[src/hdl/mrq_map.vh]
// register offsets, field positions and reset values of the monitor queue
`ifndef MRQ_MAP_VH
`define MRQ_MAP_VH

// ----------------------------------------------------------------
// register byte offsets on the axi4-lite port
// ----------------------------------------------------------------
`define MRQ_OFF_CONFIG 8'h00
`define MRQ_OFF_QBASE 8'h04
`define MRQ_OFF_QSIZE 8'h08
`define MRQ_OFF_INT_FLAGS 8'h0c
`define MRQ_OFF_INT_MASK 8'h10
`define MRQ_OFF_QINDEX 8'h14

// ----------------------------------------------------------------
// global_config_reg fields
// ----------------------------------------------------------------
`define MRQ_CFG_TSE 0
`define MRQ_CFG_VSTAR 1

// ----------------------------------------------------------------
// interrupt_flags_reg / mask fields
// ----------------------------------------------------------------
`define MRQ_INT_OVF 0
`define MRQ_INT_WRITTEN 1
`define MRQ_INT_LOST 2

// ----------------------------------------------------------------
// status word layout
// ----------------------------------------------------------------
`define MRQ_ST_VALID 15
`define MRQ_ST_LINK 11
`define MRQ_ST_CH_HI 10
`define MRQ_ST_CH_LO 8
`define MRQ_ST_ODD 3
`define MRQ_ST_ABORT 2
`define MRQ_ST_FIRST 1
`define MRQ_ST_LAST 0

// ----------------------------------------------------------------
// reset values and fixed patterns
// ----------------------------------------------------------------
`define MRQ_CONFIG_RST 2'h0
`define MRQ_QBASE_RST 16'h0000
`define MRQ_QSIZE_RST 16'h0010
`define MRQ_MASK_RST 3'h0
`define MRQ_VSTAR_HIGH 8'hff
`define MRQ_RESP_OKAY 2'h0
`define MRQ_RESP_SLVERR 2'h2

`endif

[src/hdl/mrq_writer.v]
// monitor receive event queue writer with axi4-lite control registers
//
// Overview of operation
// - read target status first; if free, store bytes, then status with flag set
// - target still flagged: set queue overflow interrupt flag, drop the event
// - with time stamps entry adds timestamp word and an all-zero word
// - timestamp is the free counter captured when the monitor data arrived
// - link select bit is 0 for first multiplex, 1 for second
// - three-bit channel field names the channel on that multiplex
// - last with odd set: final byte sits in the following data word
// - last with odd clear: final byte was in previous entry of channel
// - last flag clear when neither data word nor previous entry ends it
// - first flag set only when following data word holds first byte
// - abort flag set when the received message was aborted
// - odd flag 1 for one byte in data word, 0 for two
// - under v* the odd, abort, first, last flags are 1, 0, 1, 1
// - gci low byte is a new byte seen twice; v* byte seen once
// - gci high byte is next double-seen byte; v* high byte all ones
//
// Chosen here: register access over AXI4-Lite and the address map.
`timescale 1ns/10ps
`include "mrq_map.vh"
module mrq_writer #(
    parameter MEM_AW = 16,
    parameter TS_W = 16
) (
    input wire aclk,
    input wire aresetn,
    input wire [7:0] s_axi_awaddr,
    input wire s_axi_awvalid,
    output reg s_axi_awready,
    input wire [31:0] s_axi_wdata,
    input wire [3:0] s_axi_wstrb,
    input wire s_axi_wvalid,
    output reg s_axi_wready,
    output reg [1:0] s_axi_bresp,
    output reg s_axi_bvalid,
    input wire s_axi_bready,
    input wire [7:0] s_axi_araddr,
    input wire s_axi_arvalid,
    output reg s_axi_arready,
    output reg [31:0] s_axi_rdata,
    output reg [1:0] s_axi_rresp,
    output reg s_axi_rvalid,
    input wire s_axi_rready,
    input wire mon_sample_valid,
    input wire mon_link,
    input wire [2:0] mon_channel,
    input wire [7:0] mon_byte,
    input wire mon_end_valid,
    input wire mon_end_link,
    input wire [2:0] mon_end_channel,
    input wire mon_end_abort,
    output reg mem_req,
    output reg mem_we,
    output reg [MEM_AW-1:0] mem_addr,
    output reg [15:0] mem_wdata,
    input wire mem_ack,
    input wire [15:0] mem_rdata,
    output reg irq
);

    // ----------------------------------------------------------------
    // registers and shared state
    // ----------------------------------------------------------------
    localparam S_IDLE = 6'b000001;
    localparam S_READ = 6'b000010;
    localparam S_DATA = 6'b000100;
    localparam S_STAMP = 6'b001000;
    localparam S_ZERO = 6'b010000;
    localparam S_STAT = 6'b100000;

    reg [1:0] global_config_reg;
    reg [15:0] queue_base;
    reg [15:0] queue_size_reg;
    reg [2:0] interrupt_flags_reg;
    reg [2:0] int_mask;
    reg [15:0] wr_index;
    reg aw_held;
    reg w_held;
    reg [7:0] aw_addr;
    reg [31:0] w_data;
    reg [3:0] w_strb;
    reg [5:0] state;
    reg ev_valid;
    reg [15:0] ev_status;
    reg [15:0] ev_data;
    reg [TS_W-1:0] ev_stamp;
    reg ev_tse;
    reg [MEM_AW-1:0] entry_addr;
    reg [7:0] pend_byte [0:15];
    reg [15:0] pend_have;
    reg [15:0] pend_first;
    reg [15:0] in_msg;
    reg emit;
    reg [15:0] emit_status;
    reg [15:0] emit_data;
    reg [2:0] int_set;
    reg [2:0] int_clr;

    wire timestamp_enable = global_config_reg[`MRQ_CFG_TSE];
    wire vstar_mode = global_config_reg[`MRQ_CFG_VSTAR];
    wire f_valid;
    wire [3:0] f_slot;
    wire [7:0] f_byte;
    wire [TS_W-1:0] stamp_now;
    wire [3:0] end_slot = {mon_end_link, mon_end_channel};
    wire [31:0] wmask = {{8{w_strb[3]}}, {8{w_strb[2]}},
        {8{w_strb[1]}}, {8{w_strb[0]}}};
    wire [31:0] wval = w_data & wmask;
    wire wr_go = aw_held && w_held && !s_axi_bvalid;
    wire mem_done = mem_req && mem_ack;

    // ----------------------------------------------------------------
    // submodules
    // ----------------------------------------------------------------
    mrq_gci_filter #(
        .SLOTS(16)
    ) u_filter (
        .aclk(aclk),
        .aresetn(aresetn),
        .vstar_mode(vstar_mode),
        .sample_valid(mon_sample_valid),
        .sample_slot({mon_link, mon_channel}),
        .sample_byte(mon_byte),
        .new_valid(f_valid),
        .new_slot(f_slot),
        .new_byte(f_byte)
    );

    mrq_stamp_counter #(
        .WIDTH(TS_W)
    ) u_stamp (
        .aclk(aclk),
        .aresetn(aresetn),
        .count(stamp_now)
    );

    // ----------------------------------------------------------------
    // event composition
    // ----------------------------------------------------------------
    // a byte and an end strobe on the same cycle: the byte is taken and
    // the end mark is ignored, so the source must space them apart
    always @* begin
        emit = 1'b0;
        emit_status = 16'h0000;
        emit_data = 16'h0000;
        emit_status[`MRQ_ST_LINK] = f_slot[3];
        emit_status[`MRQ_ST_CH_HI:`MRQ_ST_CH_LO] = f_slot[2:0];
        if (f_valid && vstar_mode) begin
            emit = 1'b1;
            emit_status[`MRQ_ST_ODD] = 1'b1;
            emit_status[`MRQ_ST_ABORT] = 1'b0;
            emit_status[`MRQ_ST_FIRST] = 1'b1;
            emit_status[`MRQ_ST_LAST] = 1'b1;
            emit_data = {`MRQ_VSTAR_HIGH, f_byte};
        end else if (f_valid && pend_have[f_slot]) begin
            emit = 1'b1;
            emit_status[`MRQ_ST_ODD] = 1'b0;
            emit_status[`MRQ_ST_FIRST] = pend_first[f_slot];
            emit_status[`MRQ_ST_LAST] = 1'b0;
            emit_data = {f_byte, pend_byte[f_slot]};
        end else if (!f_valid && mon_end_valid && !vstar_mode &&
                in_msg[end_slot]) begin
            emit = 1'b1;
            emit_status[`MRQ_ST_LINK] = end_slot[3];
            emit_status[`MRQ_ST_CH_HI:`MRQ_ST_CH_LO] = end_slot[2:0];
            emit_status[`MRQ_ST_ABORT] = mon_end_abort;
            emit_status[`MRQ_ST_LAST] = 1'b1;
            if (pend_have[end_slot]) begin
                emit_status[`MRQ_ST_ODD] = 1'b1;
                emit_status[`MRQ_ST_FIRST] = pend_first[end_slot];
                emit_data = {8'h00, pend_byte[end_slot]};
            end else begin
                emit_status[`MRQ_ST_ODD] = 1'b0;
                emit_status[`MRQ_ST_FIRST] = 1'b0;
            end
        end
    end

    // per-channel pairing of accepted bytes
    always @(posedge aclk) begin
        if (!aresetn) begin
            pend_have <= 16'h0000;
            pend_first <= 16'h0000;
            in_msg <= 16'h0000;
        end else if (f_valid && !vstar_mode) begin
            if (pend_have[f_slot]) begin
                pend_have[f_slot] <= 1'b0;
            end else begin
                pend_byte[f_slot] <= f_byte;
                pend_have[f_slot] <= 1'b1;
                pend_first[f_slot] <= !in_msg[f_slot];
                in_msg[f_slot] <= 1'b1;
            end
        end else if (mon_end_valid && !vstar_mode) begin
            pend_have[end_slot] <= 1'b0;
            in_msg[end_slot] <= 1'b0;
        end
    end

    // ----------------------------------------------------------------
    // queue writer
    // ----------------------------------------------------------------
    // one event is held; a second one arriving while the writer is busy
    // is counted as lost rather than stalling the multiplex
    always @(posedge aclk) begin
        if (!aresetn) begin
            state <= S_IDLE;
            ev_valid <= 1'b0;
            ev_status <= 16'h0000;
            ev_data <= 16'h0000;
            ev_stamp <= {TS_W{1'b0}};
            ev_tse <= 1'b0;
            entry_addr <= {MEM_AW{1'b0}};
            wr_index <= 16'h0000;
            mem_req <= 1'b0;
            mem_we <= 1'b0;
            mem_addr <= {MEM_AW{1'b0}};
            mem_wdata <= 16'h0000;
            int_set <= 3'h0;
        end else begin
            int_set <= 3'h0;
            if (emit && !ev_valid) begin
                ev_valid <= 1'b1;
                ev_status <= emit_status;
                ev_data <= emit_data;
                ev_stamp <= stamp_now;
                ev_tse <= timestamp_enable;
            end else if (emit) begin
                int_set[`MRQ_INT_LOST] <= 1'b1;
            end
            case (state)
                S_IDLE: begin
                    if (ev_valid) begin
                        // entry stride is 2 or 4 words
                        entry_addr <= queue_base[MEM_AW-1:0] + (ev_tse ?
                            {wr_index[MEM_AW-3:0], 2'b00} :
                            {wr_index[MEM_AW-2:0], 1'b0});
                        mem_addr <= queue_base[MEM_AW-1:0] + (ev_tse ?
                            {wr_index[MEM_AW-3:0], 2'b00} :
                            {wr_index[MEM_AW-2:0], 1'b0});
                        mem_we <= 1'b0;
                        mem_req <= 1'b1;
                        state <= S_READ;
                    end
                end
                S_READ: begin
                    if (mem_done) begin
                        if (mem_rdata[`MRQ_ST_VALID]) begin
                            mem_req <= 1'b0;
                            ev_valid <= 1'b0;
                            int_set[`MRQ_INT_OVF] <= 1'b1;
                            state <= S_IDLE;
                        end else begin
                            mem_we <= 1'b1;
                            mem_addr <= entry_addr + 1'b1;
                            mem_wdata <= ev_data;
                            state <= S_DATA;
                        end
                    end
                end
                S_DATA: begin
                    if (mem_done) begin
                        if (ev_tse) begin
                            mem_addr <= entry_addr + 2'd2;
                            mem_wdata <= ev_stamp;
                            state <= S_STAMP;
                        end else begin
                            mem_addr <= entry_addr;
                            mem_wdata <= ev_status | 16'h8000;
                            state <= S_STAT;
                        end
                    end
                end
                S_STAMP: begin
                    if (mem_done) begin
                        mem_addr <= entry_addr + 2'd3;
                        mem_wdata <= 16'h0000;
                        state <= S_ZERO;
                    end
                end
                S_ZERO: begin
                    if (mem_done) begin
                        mem_addr <= entry_addr;
                        mem_wdata <= ev_status | 16'h8000;
                        state <= S_STAT;
                    end
                end
                S_STAT: begin
                    if (mem_done) begin
                        mem_req <= 1'b0;
                        mem_we <= 1'b0;
                        ev_valid <= 1'b0;
                        int_set[`MRQ_INT_WRITTEN] <= 1'b1;
                        // wrap at the programmed entry count
                        if (wr_index + 1'b1 >= queue_size_reg) begin
                            wr_index <= 16'h0000;
                        end else begin
                            wr_index <= wr_index + 1'b1;
                        end
                        state <= S_IDLE;
                    end
                end
                default: begin
                    mem_req <= 1'b0;
                    state <= S_IDLE;
                end
            endcase
        end
    end

    // ----------------------------------------------------------------
    // axi4-lite write channel
    // ----------------------------------------------------------------
    // address and data are parked separately; readies reopen only after
    // the response is taken, so one write is in flight at a time
    always @(posedge aclk) begin
        if (!aresetn) begin
            s_axi_awready <= 1'b1;
            s_axi_wready <= 1'b1;
            s_axi_bvalid <= 1'b0;
            s_axi_bresp <= `MRQ_RESP_OKAY;
            aw_held <= 1'b0;
            w_held <= 1'b0;
            aw_addr <= 8'h00;
            w_data <= 32'h0000_0000;
            w_strb <= 4'h0;
            global_config_reg <= `MRQ_CONFIG_RST;
            queue_base <= `MRQ_QBASE_RST;
            queue_size_reg <= `MRQ_QSIZE_RST;
            int_mask <= `MRQ_MASK_RST;
            int_clr <= 3'h0;
        end else begin
            int_clr <= 3'h0;
            if (s_axi_awvalid && s_axi_awready) begin
                aw_held <= 1'b1;
                aw_addr <= s_axi_awaddr;
                s_axi_awready <= 1'b0;
            end
            if (s_axi_wvalid && s_axi_wready) begin
                w_held <= 1'b1;
                w_data <= s_axi_wdata;
                w_strb <= s_axi_wstrb;
                s_axi_wready <= 1'b0;
            end
            if (wr_go) begin
                aw_held <= 1'b0;
                w_held <= 1'b0;
                s_axi_bvalid <= 1'b1;
                s_axi_bresp <= `MRQ_RESP_OKAY;
                case (aw_addr)
                    `MRQ_OFF_CONFIG: global_config_reg <= (global_config_reg &
                        ~wmask[1:0]) | wval[1:0];
                    `MRQ_OFF_QBASE: queue_base <= (queue_base &
                        ~wmask[15:0]) | wval[15:0];
                    `MRQ_OFF_QSIZE: queue_size_reg <= (queue_size_reg &
                        ~wmask[15:0]) | wval[15:0];
                    `MRQ_OFF_INT_FLAGS: int_clr <= wval[2:0];
                    `MRQ_OFF_INT_MASK: int_mask <= (int_mask &
                        ~wmask[2:0]) | wval[2:0];
                    `MRQ_OFF_QINDEX: s_axi_bresp <= `MRQ_RESP_OKAY;
                    default: s_axi_bresp <= `MRQ_RESP_SLVERR;
                endcase
            end
            if (s_axi_bvalid && s_axi_bready) begin
                s_axi_bvalid <= 1'b0;
                s_axi_awready <= 1'b1;
                s_axi_wready <= 1'b1;
            end
        end
    end

    // ----------------------------------------------------------------
    // axi4-lite read channel
    // ----------------------------------------------------------------
    always @(posedge aclk) begin
        if (!aresetn) begin
            s_axi_arready <= 1'b1;
            s_axi_rvalid <= 1'b0;
            s_axi_rdata <= 32'h0000_0000;
            s_axi_rresp <= `MRQ_RESP_OKAY;
        end else begin
            if (s_axi_arvalid && s_axi_arready) begin
                s_axi_arready <= 1'b0;
                s_axi_rvalid <= 1'b1;
                s_axi_rresp <= `MRQ_RESP_OKAY;
                case (s_axi_araddr)
                    `MRQ_OFF_CONFIG: s_axi_rdata <= {30'h0, global_config_reg};
                    `MRQ_OFF_QBASE: s_axi_rdata <= {16'h0000, queue_base};
                    `MRQ_OFF_QSIZE: s_axi_rdata <= {16'h0000, queue_size_reg};
                    `MRQ_OFF_INT_FLAGS: s_axi_rdata <= {29'h0,
                        interrupt_flags_reg};
                    `MRQ_OFF_INT_MASK: s_axi_rdata <= {29'h0, int_mask};
                    `MRQ_OFF_QINDEX: s_axi_rdata <= {16'h0000, wr_index};
                    default: begin
                        s_axi_rdata <= 32'h0000_0000;
                        s_axi_rresp <= `MRQ_RESP_SLVERR;
                    end
                endcase
            end
            if (s_axi_rvalid && s_axi_rready) begin
                s_axi_rvalid <= 1'b0;
                s_axi_arready <= 1'b1;
            end
        end
    end

    // ----------------------------------------------------------------
    // interrupt flags
    // ----------------------------------------------------------------
    // a set in the clearing cycle survives: set is or-ed after the clear
    always @(posedge aclk) begin
        if (!aresetn) begin
            interrupt_flags_reg <= 3'h0;
            irq <= 1'b0;
        end else begin
            interrupt_flags_reg <= (interrupt_flags_reg & ~int_clr) |
                int_set;
            irq <= |(interrupt_flags_reg & int_mask);
        end
    end

endmodule

[src/hdl/mrq_stamp_counter.v]
// free-running binary counter used to time-stamp monitor events
`timescale 1ns/10ps
module mrq_stamp_counter #(
    parameter WIDTH = 16
) (
    input wire aclk,
    input wire aresetn,
    output reg [WIDTH-1:0] count
);

    // ----------------------------------------------------------------
    // counter
    // ----------------------------------------------------------------
    // wraps silently; software sees only relative time between entries
    always @(posedge aclk) begin
        if (!aresetn) begin
            count <= {WIDTH{1'b0}};
        end else begin
            count <= count + {{(WIDTH-1){1'b0}}, 1'b1};
        end
    end

endmodule

[src/hdl/mrq_gci_filter.v]
// per-slot monitor byte filter: double reception under gci, pass under v*
`timescale 1ns/10ps
module mrq_gci_filter #(
    parameter SLOTS = 16
) (
    input wire aclk,
    input wire aresetn,
    input wire vstar_mode,
    input wire sample_valid,
    input wire [3:0] sample_slot,
    input wire [7:0] sample_byte,
    output reg new_valid,
    output reg [3:0] new_slot,
    output reg [7:0] new_byte
);

    reg [7:0] last_byte [0:SLOTS-1];
    reg [SLOTS-1:0] armed;

    // ----------------------------------------------------------------
    // per-slot history
    // ----------------------------------------------------------------
    // a slot re-arms only when the line changes, so a held byte is
    // reported once and not on every frame it stays on the line
    genvar s;
    generate
        for (s = 0; s < SLOTS; s = s + 1) begin : g_slot
            always @(posedge aclk) begin
                if (!aresetn) begin
                    last_byte[s] <= 8'h00;
                    armed[s] <= 1'b1;
                end else if (sample_valid && sample_slot == s) begin
                    last_byte[s] <= sample_byte;
                    if (sample_byte != last_byte[s]) begin
                        armed[s] <= 1'b1;
                    end else if (armed[s]) begin
                        armed[s] <= 1'b0;
                    end
                end
            end
        end
    endgenerate

    // accepted byte strobe
    always @(posedge aclk) begin
        if (!aresetn) begin
            new_valid <= 1'b0;
            new_slot <= 4'h0;
            new_byte <= 8'h00;
        end else begin
            new_slot <= sample_slot;
            new_byte <= sample_byte;
            if (vstar_mode) begin
                new_valid <= sample_valid;
            end else begin
                new_valid <= sample_valid && armed[sample_slot] &&
                    sample_byte == last_byte[sample_slot];
            end
        end
    end

endmodule

[config.mk]
export PLATFORM = sky130hd
export DESIGN_NAME = mrq_writer
export DESIGN_NICKNAME = d
export VERILOG_FILES = /design/src/hdl/mrq_writer.v /design/src/hdl/mrq_stamp_counter.v /design/src/hdl/mrq_gci_filter.v
export VERILOG_INCLUDE_DIRS = /design/src /design/src/hdl
export SDC_FILE = /design/constraint.sdc
export NUM_CORES = 1
export LEC_CHECK = 0
export ABC_CLOCK_PERIOD_IN_PS = 9600
export BUFFER_PORTS_ARGS = -buffer_cell sky130_fd_sc_hd__buf_2
export CAP_MARGIN = 20
export CORE_AREA = 2 2 256 258
export CTS_CLUSTER_DIAMETER = 30
export DETAILED_ROUTE_END_ITERATION = 12
export DIE_AREA = 0 0 258 260
export PLACE_DENSITY = 0.58
export SLEW_MARGIN = 25
export SYNTH_ARGS = -nofsm -noshare
export SYNTH_HDL_FRONTEND = slang
export SYNTH_SLANG_ARGS = --single-unit
[constraint.sdc]
create_clock -name aclk -period 9.6 [get_ports aclk]
set_input_delay 0.48 -clock aclk [delete_from_list [all_inputs] [get_ports aclk]]
set_output_delay 0.48 -clock aclk [all_outputs]
set_load 0.02 [all_outputs]
==> results.md, run 1 <==
- Number of max-cap violations: 0
- Peak supply drop: 0.164 mV
- Setup TNS: 0 ns
- Internal power: 5.47 mW
- DR WL/cell: 20.9 µm
- Die area: 0.0671 mm²
- CP max FO: 22
- Crit path kind: reg2reg
- H-Tree Depth: 3
- CTS tree: done
- Drt total wl: 77.0 mm
- Largest regs: pend_byte: 128 flops, u_filter.last_byte: 128 flops
- GRT Overall Usage: 22.6%
- Endpoints failing hold: 0
- Dpl hpwl: 51.3 mm
- Post-synth EDFFs: 256
- Hold Crit Depth: 3
- Syn Inst Count: 2629
- Wire length of the first global-routing pass: 120 mm
- PortBufs: 119
- Routed vias/inst: 5.80
- Hold WS: 0.0277 ns
- Clock Skew: 0.0540 ns
- Area share of the largest cell type after synthesis: 27.3%
- Commonest cells post-synth: dfxtp_1 (305), nor2_1 (301), nand2_1 (269)
- Antenna Nets Post-Route: 0
- Die Width: 258 µm
- Routability congestion estimate: 0.898
- Power Density: 213 mW/mm²
- Initial core utilization: 43.9%
- Synthesized flop and latch total: 561
- Clk sink count: 561
- Share of cells above drive strength 1: 19.7%
- Row Count: 93
- Final instance area: 0.0335 mm²
- Switch share: 23.3%
- # resized after CTS: 0
- Critical path data arrival time: 4.93 ns
- Main synth FF type: dfxtp_1
- Syn_area_per_cell: 10.7 µm²
- Count leader, synth: dfxtp_1
- Tcrit/Tclk final: 45.0%
- Period minus WS final: 4.32 ns
- Cts bufs inserted: 120
- Reg2reg path depth: 13
- Hold Buf Count CTS: 3
- Vias in the first global route: 21000
- Crit. End Element: register
- Max-slew headroom: 28.1%
- Endpoint, Worst Hold: w_data[3]
- Crit start category: register
- Worst r2r src: wr_index[4]
- Setup violators final: 0
- Worst min-delay path class: in2reg
- Die height: 260 µm
- Clk Latency, worst-skew pair: 0.68 ns
- Register share of total power: 36.6%
- Status: complete, no violations
- Overall Power: 7.13 mW
- P&R area growth vs syn: 19.3%
- Area leader, netlist: edfxtp_1
- Fin nets: 2847
- Worst-path clk slew: 0.05 ns
- Router iterations before antenna repair: 6
- Synth warn: 0
- Syn Std Cell Area: 0.0281 mm²
- Synth area leaders: edfxtp_1 (27%), dfxtp_1 (22%), mux4_2 (12%)
- I/O pin count: 171
- Clock power frac: 58.4%
- Clock buffer depth: 3
- Area post-placement: 0.0292 mm²
- Lkg Pwr: 11.9 nW
- Routed vias: 21300
- Req. time, crit path: 10.21 ns
- Register area share after synthesis: 49.0%
- DRC Markers: 0
- Iter 0 DRT Violations: 1592
- Share of total power in combinational logic: 5.1%
- Peak Freq: 232 MHz
- Post-CTS setup buffers: 0
- Antenna violations before repair: 3
- Distinct cells, synth: 71
- Core area: 0.0641 mm²
- Root buffer cell: clkbuf_16
- Global route overflow: 0
- Async SR Flop Fraction: 0%
- Fin. max-slew vios: 0
- RSZ-0062 raised after global routing: false
- Min-delay src: s_axi_wdata[3]
- Final Util: 52.3%
- R2R Setup Slk: 5.28 ns
- Largest net degree at the start of global routing: 103
- Worst Tran Pin Value: 1.08 ns
- Reg2reg end: wr_index[12]
- Switching pwr: 1.66 mW
==> per-layer routing <==
metal	up-vias	global-route usage [%]	wire [µm]
met3	149	3.62	4470
met5	-	0	11
met2	693	38.0	37800
li1	9876	-	-
met4	2	8.41	2100
met1	10600	29.6	32600
==> cell usage in the layout (no fill, tap or decap), types with 16 or more instances in the layout <==
cell,n
dfxtp_1,303
nor2_1,299
nand2_1,266
edfxtp_1,256
a21oi_1,192
xnor2_1,154
mux4_2,150
clkbuf_16,124
buf_2,117
o21ai_0,106
mux2i_1,57
inv_1,56
nor3_1,54
nand3_1,49
nand4_1,44
a22oi_1,36
ha_1,34
a211oi_1,33
and2_1,30
a31oi_1,29
clkinv_2,28
buf_4,24
xor2_1,22
and3_1,21
nand2b_1,19
a32o_1,18
conb_1,18
mux2_2,16
nor2b_1,16
clkbuf_1,16
==> layout make-up <==
type,instances,area (µm²)
antenna,1,2.50
inverter,57,219
tap,855,1070
fill,5631,30600
clock buffer,147,3260
timing repair buffer,146,851
sequential,561,13800
multi-input combinational,1830,13400
clock inverter,80,937
==> worst max-delay path, cell delays in order, from the launching register on <==
cell and delay, ns:
dfxtp_1 0.48, and3_1 0.23, nand2_1 0.17, nor4_1 0.52, and3_1 0.34, nand3_1 0.13, xnor2_1 0.26, ha_1 0.30
nand4_1 0.11, nor4_1 0.08, a2111oi_0 0.45, o31a_1 0.80, nand3b_1 0.17, a31oi_1 0.20
==> power groups by stage <==
stage	sequential [mW]	clock, mW	combinational [mW]
global placement	2.65	0	0.346
global route	2.61	4.35	0.388
floorplan	2.62	0	0.273
finish	2.61	4.16	0.363
CTS	2.61	4.22	0.356
detailed placement	2.65	0	0.354
==> through the flow <==
stage	worst slack (ns)	std cells
after detailed placement	4.96	3444
after floorplan	6.23	2646
after global placement	5.18	3444
final	5.28	3677
after global routing	4.91	3677
after CTS	4.89	3674
==> how the worst max path moves through the flow <==
| stage | slack, ns | cells after the start | end | startpoint |
|---|---|---|---|---|
| finish | 5.28 | 13 | wr_index[12] | wr_index[4] |
| CTS | 4.89 | 6 | pend_byte[11][5] | u_filter.new_slot[0] |
| detailed placement | 4.96 | 6 | pend_byte[11][4] | u_filter.new_slot[0] |
| global placement | 5.18 | 6 | pend_byte[7][4] | u_filter.new_slot[0] |
| floorplan | 6.23 | 15 | wr_index[5] | wr_index[4] |
| global route | 4.91 | 13 | wr_index[2] | wr_index[4] |
==> cell families after synthesis <==
kind of cell	share of synthesized area (%)
muxes	14.7
adders and majority gates	1.65
AOI/OAI and AO/OA	11.4
other	0.0133
DFF	49.0
xor gates and xnor gates	5.48
and+or+nand+nor	13.8
buffers and inverters	3.87
No activity file was read; power rests on OpenSTA's default activity.
==> run 2: changes to the inputs <==
--- a/config.mk
+++ b/config.mk
@@ -6,14 +6,15 @@
 export SDC_FILE = /design/constraint.sdc
 export NUM_CORES = 1
 export LEC_CHECK = 0
-export ABC_CLOCK_PERIOD_IN_PS = 9600
+export ABC_AREA = 1
+export ABC_CLOCK_PERIOD_IN_PS = 4000
 export BUFFER_PORTS_ARGS = -buffer_cell sky130_fd_sc_hd__buf_2
 export CAP_MARGIN = 20
-export CORE_AREA = 2 2 256 258
+export CORE_AREA = 2 2 264 266
 export CTS_CLUSTER_DIAMETER = 30
 export DETAILED_ROUTE_END_ITERATION = 12
-export DIE_AREA = 0 0 258 260
-export PLACE_DENSITY = 0.58
+export DIE_AREA = 0 0 266 268
+export PLACE_DENSITY = 0.57
 export SLEW_MARGIN = 25
 export SYNTH_ARGS = -nofsm -noshare
 export SYNTH_HDL_FRONTEND = slang
==> constraint.sdc (replaced) <==
create_clock -name aclk -period 4 [get_ports aclk]
set_input_delay 0.2 -clock aclk [delete_from_list [all_inputs] [get_ports aclk]]
set_output_delay 0.2 -clock aclk [all_outputs]
set_load 0.02 [all_outputs]
==> run 2 against run 1 <==
Effect of this change: largest cell class unchanged; via count up 31%; cell count grew 39%; sequential share of layout area shrank 2.6 points; routed wire length up 27%; area after synthesis up 5.8%.
==> results.md, run 2 <==
- Global route overflow: 0 (unchanged)
- Lkg Pwr: 14.5 nW (+22%)
- Async SR Flop Fraction: 0% (unchanged)
- Overall Power: 18.7 mW (+160%)
- Post-synth EDFFs: 256 (unchanged)
- Routed vias/inst: 5.45 (-6.0%)
- Share of cells above drive strength 1: 12.1% (-7.6 points)
- Area share of the largest cell type after synthesis: 25.8% (-1.5 points)
- Crit-path max cell delay: 0.50 ns (-0.30 ns)
- Final Util: 52.5% (+0.13 points)
- Worst r2r src: wr_index[1]
- Area leader, netlist: edfxtp_1
- Root buffer cell: clkbuf_16
- Placed cells: 4833 (+40%)
- Core area: 0.0682 mm² (+6.4%)
- CP Buf/Inv Count: 3 (+3)
- Hold WS: 0.0473 ns (+0.0197 ns)
- Main synth FF type: dfxtp_1
- Antenna violations before repair: 2 (-1)
- Commonest cells post-synth: nand2_1 (1074), nor2_1 (547), o21ai_0 (349)
- Crit start category: register
- Number of max-cap violations: 0 (unchanged)
- Clock buffer depth: 3 (unchanged)
- Critical-path top delay cell: nand3_1
- Distinct cells, synth: 61 (-14%)
- I/O pin count: 171 (unchanged)
- ANT cells: 0 (-1)
- DP Worst Slack: 0.752 ns (-4.20 ns)
- Fin cells: 5115 (+39%)
- Peak supply drop: 0.340 mV (+110%)
- Max-slew headroom: 27.8% (-0.26 points)
- Final instance area: 0.0358 mm² (+6.7%)
- Min-delay src: s_axi_araddr[4]
- Most frequent cells in the layout: nand2_1 (1071), nor2_1 (543), o21ai_0 (349)
- Largest regs: pend_byte: 128 flops, u_filter.last_byte: 128 flops
- # resized after CTS: 0 (unchanged)
- Crit. End Element: register
- Tcrit/Tclk final: 84.2% (+39 points)
- Routability congestion estimate: 0.952 (+6.1%)
- Die Width: 266 µm (+3.1%)
- Crit. Startpoint: wr_index[1]
- Register area share after synthesis: 46.4% (-2.7 points)
- Critical path data arrival time: 3.97 ns (-0.96 ns)
- P&R area growth vs syn: 20.3%
- Count leader, synth: nand2_1
- Synthesized flop and latch total: 561 (unchanged)
- Crit path kind: reg2reg
- Clk Latency, worst-skew pair: 0.70 ns (+0.02 ns)
- PortBufs: 119 (unchanged)
- Clock Skew: 0.0268 ns (-0.0272 ns)
- Setup violators final: 0 (unchanged)
- Wire length of the first global-routing pass: 152 mm (+27%)
- DR WL/cell: 19.1 µm (-9.0%)
- Drt total wl: 97.5 mm (+27%)
- Synth warn: 0 (unchanged)
- Antenna Nets Post-Route: 0 (unchanged)
- Vias in the first global route: 26700 (+27%)
- CTS tree: done
- DRC Markers: 0 (unchanged)
- Fin. max-slew vios: 0 (unchanged)
- Largest net degree at the start of global routing: 186 (+81%)
- Routed vias: 27900 (+31%)
- Endpoints failing hold: 0 (unchanged)
- Die height: 268 µm (+3.1%)
- Iter 0 DRT Violations: 2830 (+78%)
- Initial core utilization: 43.6% (-0.26 points)
- Req. time, crit path: 4.61 ns (-5.60 ns)
- Setup TNS: 0 ns (unchanged)
- Area post-placement: 0.0311 mm² (+6.3%)
- Syn Inst Count: 3953 (+50%)
- Most common cell after layout, fill and taps aside: nand2_1
- CP max FO: 16 (-27%)
- Synth area leaders: edfxtp_1 (26%), dfxtp_1 (21%), nand2_1 (14%)
- Setup slack after layout: 0.634 ns (-4.65 ns)
- Crit path max-delay family: simple AND/OR/NAND/NOR gates
- Die area: 0.0713 mm² (+6.3%)
- Cts bufs inserted: 132 (+10%)
- Peak Freq: 297 MHz (+28%)
- Cell Chain, Critical Path: ha_1 > nand3_1 > nor2_1 > inv_1 > nor2_1 > inv_1 > nor3_1 > xor2_1 > inv_1 > ha_1 > nand2_1 > o21ai_0 > a21oi_1 > nand3_1 > nand3b_1 > a21oi_1
- Syn_area_per_cell: 7.53 µm² (-30%)
- Worst-path clk slew: 0.04 ns (about the same)
- Worst min-delay path class: in2reg
- H-Tree Depth: 4 (+1)
- Fin nets: 4256 (+49%)
- RSZ-0062 raised after global routing: false
- Row Count: 96 (+3.2%)
- Power Density: 521 mW/mm² (+150%)
- GRT Overall Usage: 27.4% (+4.8 points)
- Syn Std Cell Area: 0.0298 mm² (+5.8%)
- Clk sink count: 561 (unchanged)
- Dpl hpwl: 65.4 mm (+27%)
- Status: complete, no violations
- Period minus WS final: 3.37 ns (-0.949 ns)
- Most Frequent Cell on Critical Path: inv_1
- Worst Tran Pin Value: 1.08 ns (+0.00278 ns)
- Router iterations before antenna repair: 6 (unchanged)
## run 2: cell count changes in the layout (fill, tap and decap cells not counted), moves of 29 or more
cell / delta
nand2_1: +805
inv_1: +247
nand3_1: +86
o21ai_0: +243
and2_1: -29
nand4_1: +36
xnor2_1: -117
nor2_1: +244
buf_4: +49
mux4_2: -150
mux2i_1: -57
dlygate4sd3_1: +37
## run 2: cell families (layout without fill, tap and decap cells)
| logic type | count (synthesis) | in the layout | synth area share [%] |
|---|---|---|---|
| and+or+nand+nor | 1956 | 1956 | 27.3 |
| AOI/OAI and AO/OA | 766 | 766 | 14.6 |
| DFF | 561 | 561 | 46.4 |
| buffers and inverters | 552 | 815 | 7.76 |
| xor gates and xnor gates | 81 | 81 | 2.38 |
| adders and majority gates | 36 | 36 | 1.56 |
| other | 1 | 18 | 0.0126 |
## run 2: what timing repair did
| action | in CTS | in global routing |
|---|---|---|
| hold buffers | 40 | 0 |
| endpoints found under the hold margin | 45 | 0 |
| setup buffers | 0 | 0 |
## run 2: report_power, final
| group | switching (mW) | internal, mW |
|---|---|---|
| logic | 1.41 | 0.565 |
| registers | 0.169 | 6.24 |
| clock network | 3.39 | 6.88 |
## run 2: path summary, 6_finish.rpt
kind	endpoint	slack, ns	depth (start not counted)
worst max-delay path	wr_index[1]	0.63	16
worst min-delay path	s_axi_rresp[1]	0.05	5
worst max register to register	wr_index[1]	0.63	16
worst min register to register	s_axi_rdata[13]	0.46	2
## run 2: tightest hold or removal path, stage by stage
cell and delay, ns:
buf_2 0.09, nor3_2 0.08, a21oi_1 0.12, nor2_1 0.08, a21oi_1 0.12
## run 2: layout make-up
class / count / area (µm²)
flip-flops and latches: 561 / 13800
multi-input cells: 2857 / 13700
repair buffers: 233 / 1570
clock inverters: 72 / 684
fillers: 6669 / 32400
well taps: 882 / 1100
clock buffers: 170 / 3620
inverters: 340 / 1280
## run 2: layer usage
metal	global-route usage, %	wire length, µm	up-vias
li1	-	-	13500
met4	9.99	2690	0
met2	44.1	44700	994
met5	0	0	-
met1	37.1	43700	13200
met3	4.71	6410	207
